==> src/hw/dbg_cmp_pkg.sv <==
package dbg_cmp_pkg;

    // Register bus geometry
    localparam int unsigned ADDR_W = 8;
    localparam int unsigned DATA_W = 8;
    localparam int unsigned NUM_CH = 3;

    // Register offsets
    localparam logic [7:0] OFS_DEBUG_CONTROL_ONE = 8'h20;
    localparam logic [7:0] OFS_CMP_CONTROL       = 8'h28;
    localparam logic [7:0] OFS_CMP_ADDR_HIGH     = 8'h29;
    localparam logic [7:0] OFS_CMP_ADDR_MID      = 8'h2A;
    localparam logic [7:0] OFS_CMP_ADDR_LOW      = 8'h2B;
    localparam logic [7:0] OFS_CMP_DATA_HIGH     = 8'h2C;
    localparam logic [7:0] OFS_CMP_DATA_LOW      = 8'h2D;
    localparam logic [7:0] OFS_CMP_MASK_HIGH     = 8'h2E;
    localparam logic [7:0] OFS_CMP_MASK_LOW      = 8'h2F;
    localparam logic [7:0] OFS_IRQ_STATUS        = 8'h30;
    localparam logic [7:0] OFS_IRQ_MASK          = 8'h31;

    // debug_control_one fields
    localparam int unsigned C1_ARM_BIT         = 7;
    localparam int unsigned C1_BRK_GLOBAL_BIT  = 4;
    localparam int unsigned C1_BANK_LSB        = 0;
    localparam logic [7:0]  C1_WRITE_MASK      = 8'h93;

    // comparator_control fields
    localparam int unsigned CTL_WIDTH_CMP_EN   = 7;
    localparam int unsigned CTL_BIT6           = 6;
    localparam int unsigned CTL_TAG            = 5;
    localparam int unsigned CTL_IMM_END        = 4;
    localparam int unsigned CTL_DIR_VALUE      = 3;
    localparam int unsigned CTL_DIR_CMP_EN     = 2;
    localparam int unsigned CTL_ON             = 0;

    // Implemented control bits per comparator A, B, C
    localparam logic [7:0] CTL_MASK_A = 8'h7D;
    localparam logic [7:0] CTL_MASK_B = 8'hFD;
    localparam logic [7:0] CTL_MASK_C = 8'h3D;

    localparam logic [7:0] ADDR_HIGH_MASK = 8'h03;

    // Bank select codes
    localparam logic [1:0] BANK_A    = 2'h0;
    localparam logic [1:0] BANK_B    = 2'h1;
    localparam logic [1:0] BANK_C    = 2'h2;
    localparam logic [1:0] BANK_NONE = 2'h3;

    // Interrupt status layout: [2:0] channel match, [3] session ended
    localparam int unsigned IRQ_END_BIT  = 3;
    localparam int unsigned IRQ_W        = 4;

    // Values after reset
    localparam logic [7:0] RST_BYTE = 8'h00;

endpackage

==> src/hw/debug_comparator_match.sv <==
// The strobed register port was chosen for this implementation.
`timescale 1ns/1ps
module debug_comparator_match
    import dbg_cmp_pkg::*;
(
    // Clock and reset
    input  wire logic                          core_clk_i,
    input  wire logic                          rst_i,
    // Register port
    input  wire logic [dbg_cmp_pkg::ADDR_W-1:0] reg_addr_i,
    input  wire logic [dbg_cmp_pkg::DATA_W-1:0] reg_wdata_i,
    input  wire logic                          reg_wr_i,
    input  wire logic                          reg_rd_i,
    output logic      [dbg_cmp_pkg::DATA_W-1:0] reg_rdata_o,
    // CPU bus
    input  wire logic                          cpu_valid_i,
    input  wire logic [17:0]                   cpu_addr_i,
    input  wire logic [15:0]                   cpu_data_i,
    input  wire logic                          cpu_read_i,
    input  wire logic                          cpu_byte_i,
    // Instruction queue
    input  wire logic                          fetch_valid_i,
    input  wire logic [17:0]                   fetch_addr_i,
    input  wire logic                          exec_valid_i,
    input  wire logic [17:0]                   exec_addr_i,
    input  wire logic                          queue_flush_i,
    // Match results
    output logic      [dbg_cmp_pkg::NUM_CH-1:0] match_o,
    output logic                               seq_event_o,
    output logic      [1:0]                    seq_channel_o,
    output logic                               break_o,
    output logic                               trace_stop_o,
    output logic                               armed_o,
    // Interrupt
    output logic                               irq_o
);
    import dbg_cmp_pkg::*;

    typedef struct packed {
        logic [NUM_CH-1:0][7:0] ctl;
        logic [NUM_CH-1:0][7:0] addr_high;
        logic [NUM_CH-1:0][7:0] addr_mid;
        logic [NUM_CH-1:0][7:0] addr_low;
        logic [15:0]            data_val;
        logic [15:0]            data_mask;
        logic [7:0]             c1;
        logic [NUM_CH-1:0]      tag_pend;
        logic [NUM_CH-1:0]      match;
        logic                   seq_event;
        logic [1:0]             seq_ch;
        logic                   immediate_end_select;
        logic                   tstop;
        logic [IRQ_W-1:0]       status;
        logic [IRQ_W-1:0]       mask;
        logic [7:0]             rdata;
    } state_t;

    state_t s;
    state_t next_s;

    function automatic logic [7:0] ctl_mask(input int unsigned ch);
        begin
            ctl_mask = (ch == 0) ? CTL_MASK_A : ((ch == 1) ? CTL_MASK_B : CTL_MASK_C);
        end
    endfunction

    function automatic logic [17:0] cmp_addr(input state_t st, input int unsigned ch);
        begin
            cmp_addr = {st.addr_high[ch][1:0], st.addr_mid[ch], st.addr_low[ch]};
        end
    endfunction

    // Untagged qualifiers; the caller only applies these when tag is clear
    function automatic logic qual_ok(input state_t st, input int unsigned ch,
                                     input logic [15:0] data, input logic rd, input logic byte_acc);
        logic [7:0] c;
        logic       ok;
        logic       deq;
        begin
            c   = st.ctl[ch];
            ok  = 1'b1;
            deq = ((data ^ st.data_val) & st.data_mask) == 16'h0000;
            if (c[CTL_DIR_CMP_EN] && (c[CTL_DIR_VALUE] != rd))
                ok = 1'b0;
            if (ch == 0 && (c[CTL_BIT6] ? deq : !deq))
                ok = 1'b0;
            if (ch == 1 && c[CTL_WIDTH_CMP_EN] && (c[CTL_BIT6] != byte_acc))
                ok = 1'b0;
            qual_ok = ok;
        end
    endfunction

    always_comb
    begin
        logic              armed;
        logic [1:0]        bank;
        logic              win_ok;
        logic [NUM_CH-1:0] hit;
        logic              end_now;
        logic [7:0]        rd;
        int unsigned       wch;
        armed   = s.c1[C1_ARM_BIT];
        bank    = s.c1[C1_BANK_LSB +: 2];
        win_ok  = (bank != BANK_NONE);
        hit     = '0;
        end_now = 1'b0;
        rd      = 8'h00;
        wch     = 32'(bank);
        next_s  = s;

        next_s.seq_event = 1'b0;
        next_s.immediate_end_select       = 1'b0;
        next_s.tstop     = 1'b0;

        // Channel matching
        for (int unsigned ch = 0; ch < NUM_CH; ch++)
        begin
            if (s.ctl[ch][CTL_ON] && armed)
            begin
                if (!s.ctl[ch][CTL_TAG])
                begin
                    hit[ch] = cpu_valid_i && (cpu_addr_i == cmp_addr(s, ch))
                              && qual_ok(s, ch, cpu_data_i, cpu_read_i, cpu_byte_i);
                end
                else
                begin
                    // Qualifiers deliberately not consulted here
                    hit[ch] = s.tag_pend[ch] && exec_valid_i && (exec_addr_i == cmp_addr(s, ch));
                    if (fetch_valid_i && (fetch_addr_i == cmp_addr(s, ch)))
                        next_s.tag_pend[ch] = 1'b1;
                end
            end
            if (hit[ch] || queue_flush_i || !armed || !s.ctl[ch][CTL_TAG])
                next_s.tag_pend[ch] = hit[ch] ? 1'b0 : (next_s.tag_pend[ch] && !queue_flush_i && armed
                                                        && s.ctl[ch][CTL_TAG]);
            if (hit[ch] && s.ctl[ch][CTL_IMM_END])
                end_now = 1'b1;
        end
        next_s.match = hit;

        // Lowest channel wins the sequencer event
        next_s.seq_event = |hit;
        next_s.seq_ch    = hit[0] ? 2'h0 : (hit[1] ? 2'h1 : 2'h2);

        // Register writes; hardware end of session is applied afterwards
        if (reg_wr_i)
        begin
            unique case (reg_addr_i)
                OFS_DEBUG_CONTROL_ONE:
                    next_s.c1 = reg_wdata_i & C1_WRITE_MASK;
                OFS_CMP_CONTROL:
                    if (win_ok && !armed)
                        next_s.ctl[wch] = reg_wdata_i & ctl_mask(wch);
                OFS_CMP_ADDR_HIGH:
                    if (win_ok && !armed)
                        next_s.addr_high[wch] = reg_wdata_i & ADDR_HIGH_MASK;
                OFS_CMP_ADDR_MID:
                    if (win_ok && !armed)
                        next_s.addr_mid[wch] = reg_wdata_i;
                OFS_CMP_ADDR_LOW:
                    if (win_ok && !armed)
                        next_s.addr_low[wch] = reg_wdata_i;
                OFS_CMP_DATA_HIGH:
                    if (bank == BANK_A && !armed)
                        next_s.data_val[15:8] = reg_wdata_i;
                OFS_CMP_DATA_LOW:
                    if (bank == BANK_A && !armed)
                        next_s.data_val[7:0] = reg_wdata_i;
                OFS_CMP_MASK_HIGH:
                    if (bank == BANK_A && !armed)
                        next_s.data_mask[15:8] = reg_wdata_i;
                OFS_CMP_MASK_LOW:
                    if (bank == BANK_A && !armed)
                        next_s.data_mask[7:0] = reg_wdata_i;
                OFS_IRQ_STATUS:
                    next_s.status = s.status & ~reg_wdata_i[IRQ_W-1:0];
                OFS_IRQ_MASK:
                    next_s.mask = reg_wdata_i[IRQ_W-1:0];
                default:
                    ;
            endcase
        end

        // Immediate end of session
        if (end_now)
        begin
            next_s.c1[C1_ARM_BIT] = 1'b0;
            next_s.tstop          = 1'b1;
            next_s.immediate_end_select            = s.c1[C1_BRK_GLOBAL_BIT];
        end

        // Sticky events, set beats a same-cycle clear
        next_s.status = next_s.status | {end_now, hit};

        // Register reads, data one cycle later
        if (reg_rd_i)
        begin
            unique case (reg_addr_i)
                OFS_DEBUG_CONTROL_ONE: rd = s.c1;
                OFS_CMP_CONTROL:       rd = win_ok ? s.ctl[wch] : 8'h00;
                OFS_CMP_ADDR_HIGH:     rd = win_ok ? s.addr_high[wch] : 8'h00;
                OFS_CMP_ADDR_MID:      rd = win_ok ? s.addr_mid[wch] : 8'h00;
                OFS_CMP_ADDR_LOW:      rd = win_ok ? s.addr_low[wch] : 8'h00;
                OFS_CMP_DATA_HIGH:     rd = (bank == BANK_A) ? s.data_val[15:8] : 8'h00;
                OFS_CMP_DATA_LOW:      rd = (bank == BANK_A) ? s.data_val[7:0] : 8'h00;
                OFS_CMP_MASK_HIGH:     rd = (bank == BANK_A) ? s.data_mask[15:8] : 8'h00;
                OFS_CMP_MASK_LOW:      rd = (bank == BANK_A) ? s.data_mask[7:0] : 8'h00;
                OFS_IRQ_STATUS:        rd = {{(8-IRQ_W){1'b0}}, s.status};
                OFS_IRQ_MASK:          rd = {{(8-IRQ_W){1'b0}}, s.mask};
                default:               rd = 8'h00;
            endcase
        end
        next_s.rdata = rd;
    end

    always_ff @(posedge core_clk_i)
    begin
        if (rst_i)
            s <= '0;
        else
            s <= next_s;
    end

    assign reg_rdata_o   = s.rdata;
    assign match_o       = s.match;
    assign seq_event_o   = s.seq_event;
    assign seq_channel_o = s.seq_ch;
    assign break_o       = s.immediate_end_select;
    assign trace_stop_o  = s.tstop;
    assign armed_o       = s.c1[C1_ARM_BIT];
    // Level output so a missed edge cannot lose an event
    assign irq_o         = |(s.status & s.mask);

endmodule

==> config.mk <==
export PLATFORM = sky130hd
export DESIGN_NAME = debug_comparator_match
export DESIGN_NICKNAME = d
export VERILOG_FILES = /design/src/hw/dbg_cmp_pkg.sv /design/src/hw/debug_comparator_match.sv
export SDC_FILE = /design/constraint.sdc
export NUM_CORES = 1
export LEC_CHECK = 0
export ABC_AREA = 1
export BUFFER_PORTS_ARGS = -buffer_cell sky130_fd_sc_hd__buf_2
export CAP_MARGIN = 20
export CORE_UTILIZATION = 50
export CTS_CLUSTER_DIAMETER = 50
export DETAILED_ROUTE_END_ITERATION = 10
export PLACE_DENSITY = 0.72
export SYNTH_ARGS = -nofsm -noshare
export SYNTH_HDL_FRONTEND = slang
export SYNTH_SLANG_ARGS = --single-unit
export TNS_END_PERCENT = 1
==> constraint.sdc <==
create_clock -name core_clk_i -period 5.3 [get_ports core_clk_i]
set_clock_uncertainty 0.2 [all_clocks]
set_input_delay 0.795 -clock core_clk_i [delete_from_list [all_inputs] [get_ports core_clk_i]]
set_output_delay 0.795 -clock core_clk_i [all_outputs]
set_load 0.05 [all_outputs]
# ---- Word-level counts from Yosys, hierarchy flattened
# Cells that the tools add are included.
dict set report op_classes {
  magnitude_cmp 2
  n_eq_ne 26
  muxes 66
  bitwise 9
  reduce_logical 70
}
# cell count
set op_table {}
lappend op_table {{equality test 18 bit} 9}
lappend op_table {{2-to-1 mux 8 bit} 16}
lappend op_table {{bitwise mux 24 bit} 4}
lappend op_table {{equality test 8 x 6 -> 1 bit (second input constant)} 11}
lappend op_table {{case mux 8 bit (11 select lines)} 1}
lappend op_table {{binary-select mux 8 bit (select 2 bit)} 4}
lappend op_table {{logical AND 1 bit} 37}
lappend op_table {{2-to-1 mux 1 bit} 37}
lappend op_table {{AND reduction 3 bit} 8}
lappend op_table {{bitwise AND 16 bit} 1}
lappend op_table {{demux 8 bit (select 2 bit)} 1}
lappend op_table {{zero test 16 bit} 1}
lappend op_table {{XOR 16 bit} 1}
lappend op_table {{logical OR 1 bit} 9}
lappend op_table {{bitwise AND 4 bit} 2}
lappend op_table {{bitwise AND 8 bit} 1}
lappend op_table {{2-to-1 mux 4 bit} 2}
lappend op_table {{OR reduction 2 bit} 4}
lappend op_table {{zero test 1 bit} 6}
lappend op_table {{inequality test 1 bit} 4}
lappend op_table {{inverter 4 bit} 1}
lappend op_table {{bitwise OR 4 bit} 1}
lappend op_table {{AND reduction 2 bit} 2}
lappend op_table {{OR reduction 4 bit} 1}
lappend op_table {{other kinds (8)} 9}
dict set report totals {
  ff_bits 159
  input_bits 96
  output_inout_bits 18
}

# ---- Logic depth before layout (Yosys ltp)
# Gate-level depths: netlist (run 1).
dict set report depth {
  ltp_word 17
  ltp_mapped 15
  ltp_nobuf 15
}

# ---- Worst setup path after synthesis (run 1)
# No wires, ideal clock.
dict set report synth_timing {
  path_kind {reg2out}
  start {reg s[13] (netlist name)}
  end {out irq_o}
  arrival_ns 1.437
  required_time_ns 4.305
  setup_slack_ns 2.868
  stages_incl_launch_ff 3
  path_buffers 0
  cell_sequence {dfxtp_1 > inv_1 > o21ai_0}
}
dict set report synth_via {
  elab_chain_len 2
}
# item line_no
set synth_rtl {}
lappend synth_rtl {{start, declared} debug_comparator_match.sv:58} ;# state_t s;
lappend synth_rtl {{start signal, assigned} debug_comparator_match.sv:221} ;# s <= next_s;
lappend synth_rtl {{bitwise AND 4 bit} debug_comparator_match.sv:232} ;# assign irq_o = |(s.status & s.mask);
lappend synth_rtl {{OR reduction 4 bit} debug_comparator_match.sv:232}
lappend synth_rtl {{end, declared} debug_comparator_match.sv:35} ;# output logic irq_o
# Every way passes these cells.

# ---- Worst setup path in the final report (run 1)
dict set report layout_timing {
  start {reg s[28] (netlist name)}
  end {reg s, in the netlist reg_rdata_o[1]}
}
dict set report layout_via {
  elab_chain_len 4
  elab_cells_between_ends 19
}
# item line_no
set layout_rtl {}
lappend layout_rtl {{binary-select mux 8 bit (select 2 bit) (on tied branches)} n/a}
lappend layout_rtl {{2-to-1 mux 8 bit (on tied branches) (2 in series)} n/a}
lappend layout_rtl {{case mux 8 bit (11 select lines) *} debug_comparator_match.sv:198} ;# unique case (reg_addr_i)
# Every way passes the cells marked *; elsewhere a longest branch is shown, timed or not. The select of a mux whose other input is x is not followed.
# A chain may end at the register's enable or synchronous reset.

==> results of run 1 <==
-- report_power, final --
| group | internal, W | switching (W) |
|---|---|---|
| Sequential | 0.00104 | 0.00000143 |
| Combinational | 0.0000706 | 0.000159 |
| Clock | 0.000793 | 0.000494 |
| Total | 0.00190 | 0.000654 |
-- metrics by stage --
step | total power, W | area (sq um)
2_1_floorplan | 0.001173 | 8651
3_3_place_gp | 0.001283 | 9176
3_5_place_dp | 0.001285 | 9176
4_1_cts | 0.002543 | 9797
5_1_grt | 0.002613 | 9797
6_report | 0.002556 | 9797
-- flip-flops by register name (all words and copies together) (netlist names) --
register       count
armed_o            1
break_o            1
match_o            3
reg_rdata_o        8
s                121
seq_channel_o      2
seq_event_o        1
trace_stop_o       1
-- cell type report --
cell class	instances	area, sq um
flip-flops and latches	138	2763
fillers	1709	6963
multi-input cells	988	4984
inverters	153	574.3
clock inverters	12	187.7
repair buffers	115	580.6
well taps	220	275.3
clock buffers	19	432.9
-- worst max path at each step --
stage / from / endpoint / slack (ps)
final: s[28] / reg_rdata_o[1] / 2440
after global routing: s[27] / reg_rdata_o[0] / 2360
after CTS: s[27] / reg_rdata_o[0] / 2500
after detailed placement: reg_addr_i[4] / s[88] / 2310
after global placement: reg_addr_i[4] / s[84] / 2390
after floorplan: s[13] / irq_o / 2870
-- layer usage --
layer  track usage  routed length (um)  vias to the layer above
li1              -                   -                     4576
met4        0.1742                1323                        0
met2        0.6004               15250                      585
met3       0.08866                3941                      102
met5             0                   0                        -
met1        0.5285               14300                     4502
-- cell families (layout without fill, tap and decap cells) --
logic type | Yosys count | count (layout) | share of synthesized area
buffers and inverters | 210 | 299 | 0.1046
and+or+nand+nor | 579 | 579 | 0.2893
DFF | 138 | 138 | 0.3194
AOI/OAI and AO/OA | 349 | 349 | 0.2261
xor gates and xnor gates | 60 | 60 | 0.06075
-- cell usage in the layout (no fill, tap or decap), types with 4 or more instances in the layout --
cell and instances:
nor2_1 162, inv_6 5, inv_2 11, a21oi_1 132
bufinv_16 4, nand4_1 12, o21ai_1 11, o2111ai_1 7
nor2_4 9, dfxtp_1 138, inv_1 141, o21ai_0 128
buf_2 113, o221ai_1 6, nand3_1 63, o211ai_1 11
a211oi_1 13, clkbuf_16 17, xor2_1 31, or2_2 4
nand2_1 289, nor3_1 20, xnor2_1 29, o22ai_1 23
-- worst max-delay path, delay by kind of cell, from the launching register on --
kind | cells | cell delay (ps)
AND/OR/NAND/NOR | 3 | 930
AO/OA/AOI/OAI | 5 | 1020
flip-flops | 1 | 630
==> flow_summary.yaml, run 1 <==
synth:
  synth_seq_cells: 138
  synth-edff-count: 0
  synth.most_common_cell: "nand2_1"
  yosys_warnings: 0
  synthTopCellsByCount: "nand2_1 (289), nor2_1 (162), inv_1 (141), dfxtp_1 (138), a21oi_1 (132)"
  yosysTopAreaCellShare: 0.3194
  yosysUniqueCellTypes: 47
  synthTopCellsByArea: "dfxtp_1 (32%), nand2_1 (13%), a21oi_1 (7.6%)"
  synth-async-reset-ratio: 0
  synth_area_leader_cell: "dfxtp_1"
  synth_top_flop_cell: "dfxtp_1"
  syn-instance-count: 1336
  syn_nets: 1432
  netlist_area_sq_mm: 0.008651
  seq_area_frac_synth: 0.3194
  avgSynthCellArea_sq_um: 6.475
clocking:
  ctsResizeCount: 0
  hold_buffers: 0
  htreeDepth: 4
  cts_num_sinks: 138
  cts_buffers: 17
  clk_latency_ps: 430
  root_buffer: "clkbuf_16"
  clock_path_buffers: 2
  clkTransAtPathRegs_ps: 60
  post_cts_buffers: 0
  cts_tree: "done"
sta:
  fin_ws_ps: 2441
  tightest_slew_ps: 1052
  finalHoldViolations: 0
  final.min_clock_period_ps: 2859
  whs_ps: 243.0
  finalCritPeriodShare: 0.5394
  rsz0062_at_grt: "false"
  fmax_ghz: 0.3498
  setup_viol: 0
  relSlewSlack: 0.2969
  drv_slew: 0
  finalSetupTns_ps: 0
setup_path:
  r2r_slack_ps: 2440
  worstSetupEndpointType: "register"
  path_cells: "nand2_1 > o22ai_1 > a21oi_1 > o21ai_0 > a21oi_1 > nand2_1 > a21oi_1 > nor2_1"
  crit-reg2reg-launch: "s[28]"
  r2r-end: "reg_rdata_o[1]"
  slowest_delay_ps: 740
  path_common_cell: "a21oi_1"
  arrival_ps: 3020
  r2r_cells: 8
  worst_path_max_delay_cell: "nand2_1"
  crit_type: "register to register"
  required_ps: 5460
  start_kind: "register"
  worst-path-max-fanout: 21
routing:
  vias: 9765
  ant_nets: 0
  drt_first_pass_iters: 6
  wl_per_cell_um: 21.16
  drc: 0
  drtIter0Drc: 1256
  routed_wl_um: 34810
  routed_via_density: 5.936
floorplanning:
  start_util: 0.5162
  fp.dieW_um: 133.5
  chipHeight_um: 133.5
  rows: 47
  die-area_sq_mm: 0.01783
  fp.coreArea_sq_mm: 0.01676
  ios: 114
layout:
  final_nets: 1509
  diodes: 0
  area_growth_pct: 13.25
  stdcell_count: 1645
  drive_above_1_share: 0.1312
  post-route-util: 0.5845
placed_design:
  place_congestion: 1.003
  port_buffers: 113
  place_hpwl_um: 26450
  place_inst: 1614
  place_ws_ps: 2307
pwr:
  powerDensity_mw_per_mm2: 260.9
  cellLeakagePower_nw: 4.032
  ir_drop_v: 0.0002417
global_route:
  grtUsageTotal: 0.3932
  gr-total-overflow: 0
  grt_pass1_wl_um: 51780
  grt_max_degree: 66
  antenna_found_initial: 1
  grt_pass1_vias: 8786
run:
  drv_cap: 0
outcome:
  outcome: "finished clean"
hold_path:
  hold_end: "s[162]"
  hp-start: "s[162]"
  worstHoldPathType: "register to register"
  holdPathStages: 2
(Power assumes the default switching activity.)
==> run 2, diff against run 1 <==
--- a/config.mk
+++ b/config.mk
@@ -11,7 +11,7 @@
 export CORE_UTILIZATION = 50
 export CTS_CLUSTER_DIAMETER = 50
 export DETAILED_ROUTE_END_ITERATION = 10
-export PLACE_DENSITY = 0.72
+export PLACE_DENSITY = 0.74
 export SYNTH_ARGS = -nofsm -noshare
 export SYNTH_HDL_FRONTEND = slang
 export SYNTH_SLANG_ARGS = --single-unit
==> constraint.sdc (replaced) <==
create_clock -name core_clk_i -period 2.3 [get_ports core_clk_i]
set_clock_uncertainty 0.2 [all_clocks]
set_input_delay 0.345 -clock core_clk_i [delete_from_list [all_inputs] [get_ports core_clk_i]]
set_output_delay 0.345 -clock core_clk_i [all_outputs]
set_load 0.05 [all_outputs]
==> run 2 against run 1 <==
Sequential power up 130%. Power grew 130%. Routed wire length increased by 3.0%. Flip-flop and latch count is the same. Final cell count increased by 3.0%. Critical path depth up 5. Non-clock buffer count is 49 higher. Cell area rose by 4.4%. Critical path type unchanged. Largest power group unchanged. Highest routed layer unchanged.
==> flow_summary.yaml, run 2 (synthesized netlist as in run 1, its figures left out) <==
outcome:
  outcome: "finished clean"
floorplanning:
  fp.coreArea_sq_mm: 0.01676
  fp.dieW_um: 133.5
  die-area_sq_mm: 0.01783
  start_util: 0.5162
  ios: 114
  rows: 47
  chipHeight_um: 133.5
clocking:
  cts_num_sinks: 138
  clock_path_buffers: 2
  htreeDepth: 4
  clk_latency_ps: 430
  post_cts_buffers: 0
  clkTransAtPathRegs_ps: 70
  root_buffer: "clkbuf_16"
  cts_tree: "done"
  cts_buffers: 17
global_route:
  grtUsageTotal: 0.4040
  grt_max_degree: 92
  grt_pass1_wl_um: 53510
  grt_pass1_vias: 9174
  antenna_found_initial: 0
  gr-total-overflow: 0
routing:
  ant_nets: 0
  wl_per_cell_um: 21.16
  routed_via_density: 5.857
  met3_length_um: 4607
  top_layer_used: "met4"
  drtIter0Drc: 1203
  vias: 9928
  drt_first_pass_iters: 7
  drc: 0
  wl_met1_um: 14290
  dr_wl_met2_um: 15110
  routed_wl_um: 35860
layout:
  final_nets: 1558
  top_register: "s"
  n_fill_cell: 1654
  largest_reg_flops: 121
  diodes: 0
  area_growth_pct: 18.21
  final_cell_mix: "nand2_1 (289), nor2_1 (161), inv_1 (141), a21oi_1 (132), dfxtp_1 (131)"
  drive_above_1_share: 0.1668
  fin_area_sq_mm: 0.01023
  final_common_cell: "nand2_1"
pwr:
  cellLeakagePower_nw: 4.305
  ir_drop_v: 0.0007395
  powerDensity_mw_per_mm2: 572.5
  finalPower_w: 0.005855
sta:
  setup_viol: 0
  relSlewSlack: 0.6030
  finalHoldViolations: 0
  final.min_clock_period_ps: 2263
  fmax_ghz: 0.4419
  fin_ws_ps: 36.81
  finalCritPeriodShare: 0.9840
  rsz0062_at_grt: "true"
  whs_ps: 79.71
  tightest_slew_ps: 593.4
  drv_slew: 0
setup_path:
  slowest_delay_ps: 450
  path_cells: "inv_1 > nand2_1 > nand2_1 > nor2_1 > nand2_1 > nor2_1 > nand2_1 > nor2_1 > nand3_1 > nand2_1 > nand2_1 > inv_1 > nor3_1"
  worst_path_max_delay_cell: "dfxtp_1"
  required_ps: 2400
  start_kind: "register"
  worst-path-max-fanout: 4
  cp_num_buf_inv: 2
  arrival_ps: 2360
  crit_type: "register to register"
  worstSetupEndpointType: "register"
  crit_family: "simple AND/OR/NAND/NOR gates"
  path_common_cell: "nand2_1"
placed_design:
  place_congestion: 1.012
  place_hpwl_um: 27450
  place_ws_ps: 114.2
  place_area_sq_mm: 0.009587
  port_buffers: 113
run:
  drv_cap: 0
hold_path:
  worstHoldPathType: "input port to register"
-- run 2: report_power, final --
part	switching, W	internal [W]
logic	0.000367	0.000178
registers	0.00000322	0.00239
clock network	0.00124	0.00168
total	0.00161	0.00425
-- run 2: worst reg2reg max path, delay by kind of cell (launching register included) --
family        cells  cell delay [ps]
simple gates     11             1160
flops             1              450
buf+inv           2              320
-- run 2: layer usage --
metal	GRT usage	vias to the layer above
met5	0	-
met2	0.5966	652
met4	0.2121	0
met3	0.1027	126
li1	-	4659
met1	0.5398	4491
-- run 2: final timing paths --
check	from	end	slack (ps)	cells past startpoint
worst min register to register	s[162]	s[162]	250	2
worst max register to register	s[74]	seq_channel_o[1]	40	13
worst min-delay path	reg_rd_i	reg_rdata_o[6]	80	3
worst max-delay path	s[74]	seq_channel_o[1]	40	13
-- run 2: final cells by class --
cell class | instances | area [sq um] | area share
Clock inverter | 14 | 178.9 | 0.01750
Sequential cell | 138 | 2771 | 0.2710
Timing Repair Buffer | 164 | 1001 | 0.09788
Clock buffer | 18 | 439.2 | 0.04295
Tap cell | 220 | 275.3 | 0.02692
Inverter | 153 | 574.3 | 0.05616
Multi-Input combinational cell | 988 | 4986 | 0.4876
-- run 2: what timing repair did --
action	in CTS	in global routing
hold endpoints to repair	2	0
gates resized for setup	0	8
hold buffers	1	0
endpoints found under the setup margin	0	8
-- run 2: through the flow --
stage               TNS [ps]  utilization  std cells
detailed placement         0       0.5720       1662
floorplan                  0            -       1336
global route          -12.14       0.6102       1695
global placement           0       0.5720       1662
CTS                        0       0.6095       1695
finish                     0       0.6102       1695
==> run 3, diff against run 2 <==
--- a/config.mk
+++ b/config.mk
@@ -7,11 +7,10 @@
 export LEC_CHECK = 0
 export ABC_AREA = 1
 export BUFFER_PORTS_ARGS = -buffer_cell sky130_fd_sc_hd__buf_2
-export CAP_MARGIN = 20
 export CORE_UTILIZATION = 50
-export CTS_CLUSTER_DIAMETER = 50
 export DETAILED_ROUTE_END_ITERATION = 10
 export PLACE_DENSITY = 0.74
+export SETUP_SLACK_MARGIN = 0.15
 export SYNTH_ARGS = -nofsm -noshare
 export SYNTH_HDL_FRONTEND = slang
 export SYNTH_SLANG_ARGS = --single-unit
==> run 3 against run 2 <==
Die area unchanged. Core utilization is 0.19 points higher. Hold slack improved by 12 ps. Clock power about the same. Sequential share of layout area grew 0.11 points. Non-clock buffer count unchanged. Final cell count did not move. Worst setup slack gained 150 ps. Critical endpoint unchanged.
==> flow_summary.yaml, run 3 (synthesized netlist as in run 1, its figures left out) <==
floorplanning:
  die-area_sq_mm: 0.01783
  fp.coreArea_sq_mm: 0.01676
  start_util: 0.5162
  rows: 47
  fp.dieW_um: 133.5
  ios: 114
  chipHeight_um: 133.5
setup_path:
  required_ps: 2400
  slowest_delay_ps: 350
  path_cells: "inv_1 > o21ai_0 > nor2_1 > nand2_1 > nor2_1 > nand3_1 > a21oi_2 > nand2_1 > inv_2 > nor3_1"
  arrival_ps: 2210
  crit_family: "simple AND/OR/NAND/NOR gates"
  worst-path-max-fanout: 5
  worst_path_max_delay_cell: "dfxtp_1"
  crit_type: "register to register"
  cp_num_buf_inv: 2
  start_kind: "register"
  worstSetupEndpointType: "register"
clocking:
  cts_buffers: 17
  cts_num_sinks: 138
  cts_tree: "done"
  clock_path_buffers: 2
  root_buffer: "clkbuf_16"
  post_cts_buffers: 0
  htreeDepth: 4
  clkTransAtPathRegs_ps: 70
  clk_latency_ps: 430
layout:
  n_fill_cell: 1648
  final_common_cell: "nand2_1"
  largest_reg_flops: 121
  top_register: "s"
  post-route-util: 0.6121
  drive_above_1_share: 0.1803
  final_cell_mix: "nand2_1 (288), nor2_1 (161), inv_1 (136), a21oi_1 (131), o21ai_0 (126)"
  fin_area_sq_mm: 0.01026
  final_nets: 1558
  diodes: 0
  area_growth_pct: 18.59
sta:
  fmax_ghz: 0.4737
  final.min_clock_period_ps: 2111
  finalHoldViolations: 0
  tightest_slew_ps: 564.7
  drv_slew: 0
  finalCritPeriodShare: 0.9178
  relSlewSlack: 0.6231
  setup_viol: 0
  rsz0062_at_grt: "true"
  finalSetupTns_ps: 0
routing:
  ant_nets: 0
  routed_via_density: 5.851
  drtIter0Drc: 1216
  drc: 0
  wl_per_cell_um: 21.14
  routed_wl_um: 35840
  drt_first_pass_iters: 5
  vias: 9918
outcome:
  outcome: "finished clean"
placed_design:
  place_hpwl_um: 27450
  place_area_sq_mm: 0.009587
  port_buffers: 113
  place_congestion: 1.012
pwr:
  ir_drop_v: 0.0007434
  cellLeakagePower_nw: 4.311
  powerDensity_mw_per_mm2: 569.1
global_route:
  grtUsageTotal: 0.4038
  grt_pass1_vias: 9194
  gr-total-overflow: 0
  antenna_found_initial: 0
  grt_max_degree: 92
  grt_pass1_wl_um: 53590
run:
  drv_cap: 0
hold_path:
  worstHoldPathType: "input port to register"
[run 3: cell types whose count changed in the layout (fill, tap and decap cells not counted), sizes merged]
cell    previous run  this run
clkinv             4         5
inv              160       159
[run 3: path summary, 6_finish.rpt]
check,from,slack (ps),cells after the start,end
hold / removal,reg_rd_i,90,3,reg_rdata_o[6]
setup / recovery,s[68],190,10,seq_channel_o[1]
hold reg to reg,s[162],250,2,s[162]
setup reg to reg,s[68],190,10,seq_channel_o[1]
[run 3: routing by layer]
layer | routed length, um | track usage | vias to the layer above
li1 | - | - | 4659
met1 | 14580 | 0.5407 | 4512
met2 | 15220 | 0.5987 | 632
met3 | 4289 | 0.09779 | 115
met4 | 1748 | 0.2121 | 0
met5 | 0 | 0 | -
[run 3: timing repair]
item | in CTS | in global routing
gates resized for setup | 5 | 28
hold endpoints to repair | 2 | 0
endpoints found under the setup margin | 5 | 18
cloned | 0 | 0
hold buffers | 1 | 0
[run 3: power by group]
part | switching (W) | internal [W] | total [W]
clock network | 0.00122 | 0.00168 | 0.00290
logic | 0.000367 | 0.000178 | 0.000545
registers | 0.00000323 | 0.00239 | 0.00239
total | 0.00159 | 0.00425 | 0.00584
[run 3: final cells by class]
| cell class | instances | area, sq um | share of cell area |
|---|---|---|---|
| multi-input combinational | 988 | 4997 | 0.4871 |
| sequential | 138 | 2791 | 0.2721 |
| timing repair buffer | 164 | 1001 | 0.09757 |
| inverter | 153 | 575.6 | 0.05610 |
| clock buffer | 18 | 439.2 | 0.04281 |
| tap | 220 | 275.3 | 0.02683 |
| clock inverter | 14 | 178.9 | 0.01744 |
[run 3: metrics by stage]
stage               setup slack, ps  hold WS [ps]  total power (W)  std cells
floorplan                     318.1         218.9         0.002703       1336
global placement              100.7         232.1         0.002972       1662
detailed placement            114.2         236.1         0.002974       1662
CTS                           146.8         72.28         0.005830       1695
global route                  125.8         93.68         0.005982       1695
finish                        189.0         91.62         0.005838       1695
[run 3: tightest hold or removal path, cell delays in order]
cell,delay (ps)
buf_2,110
nand3_2,160
nor2_1,50
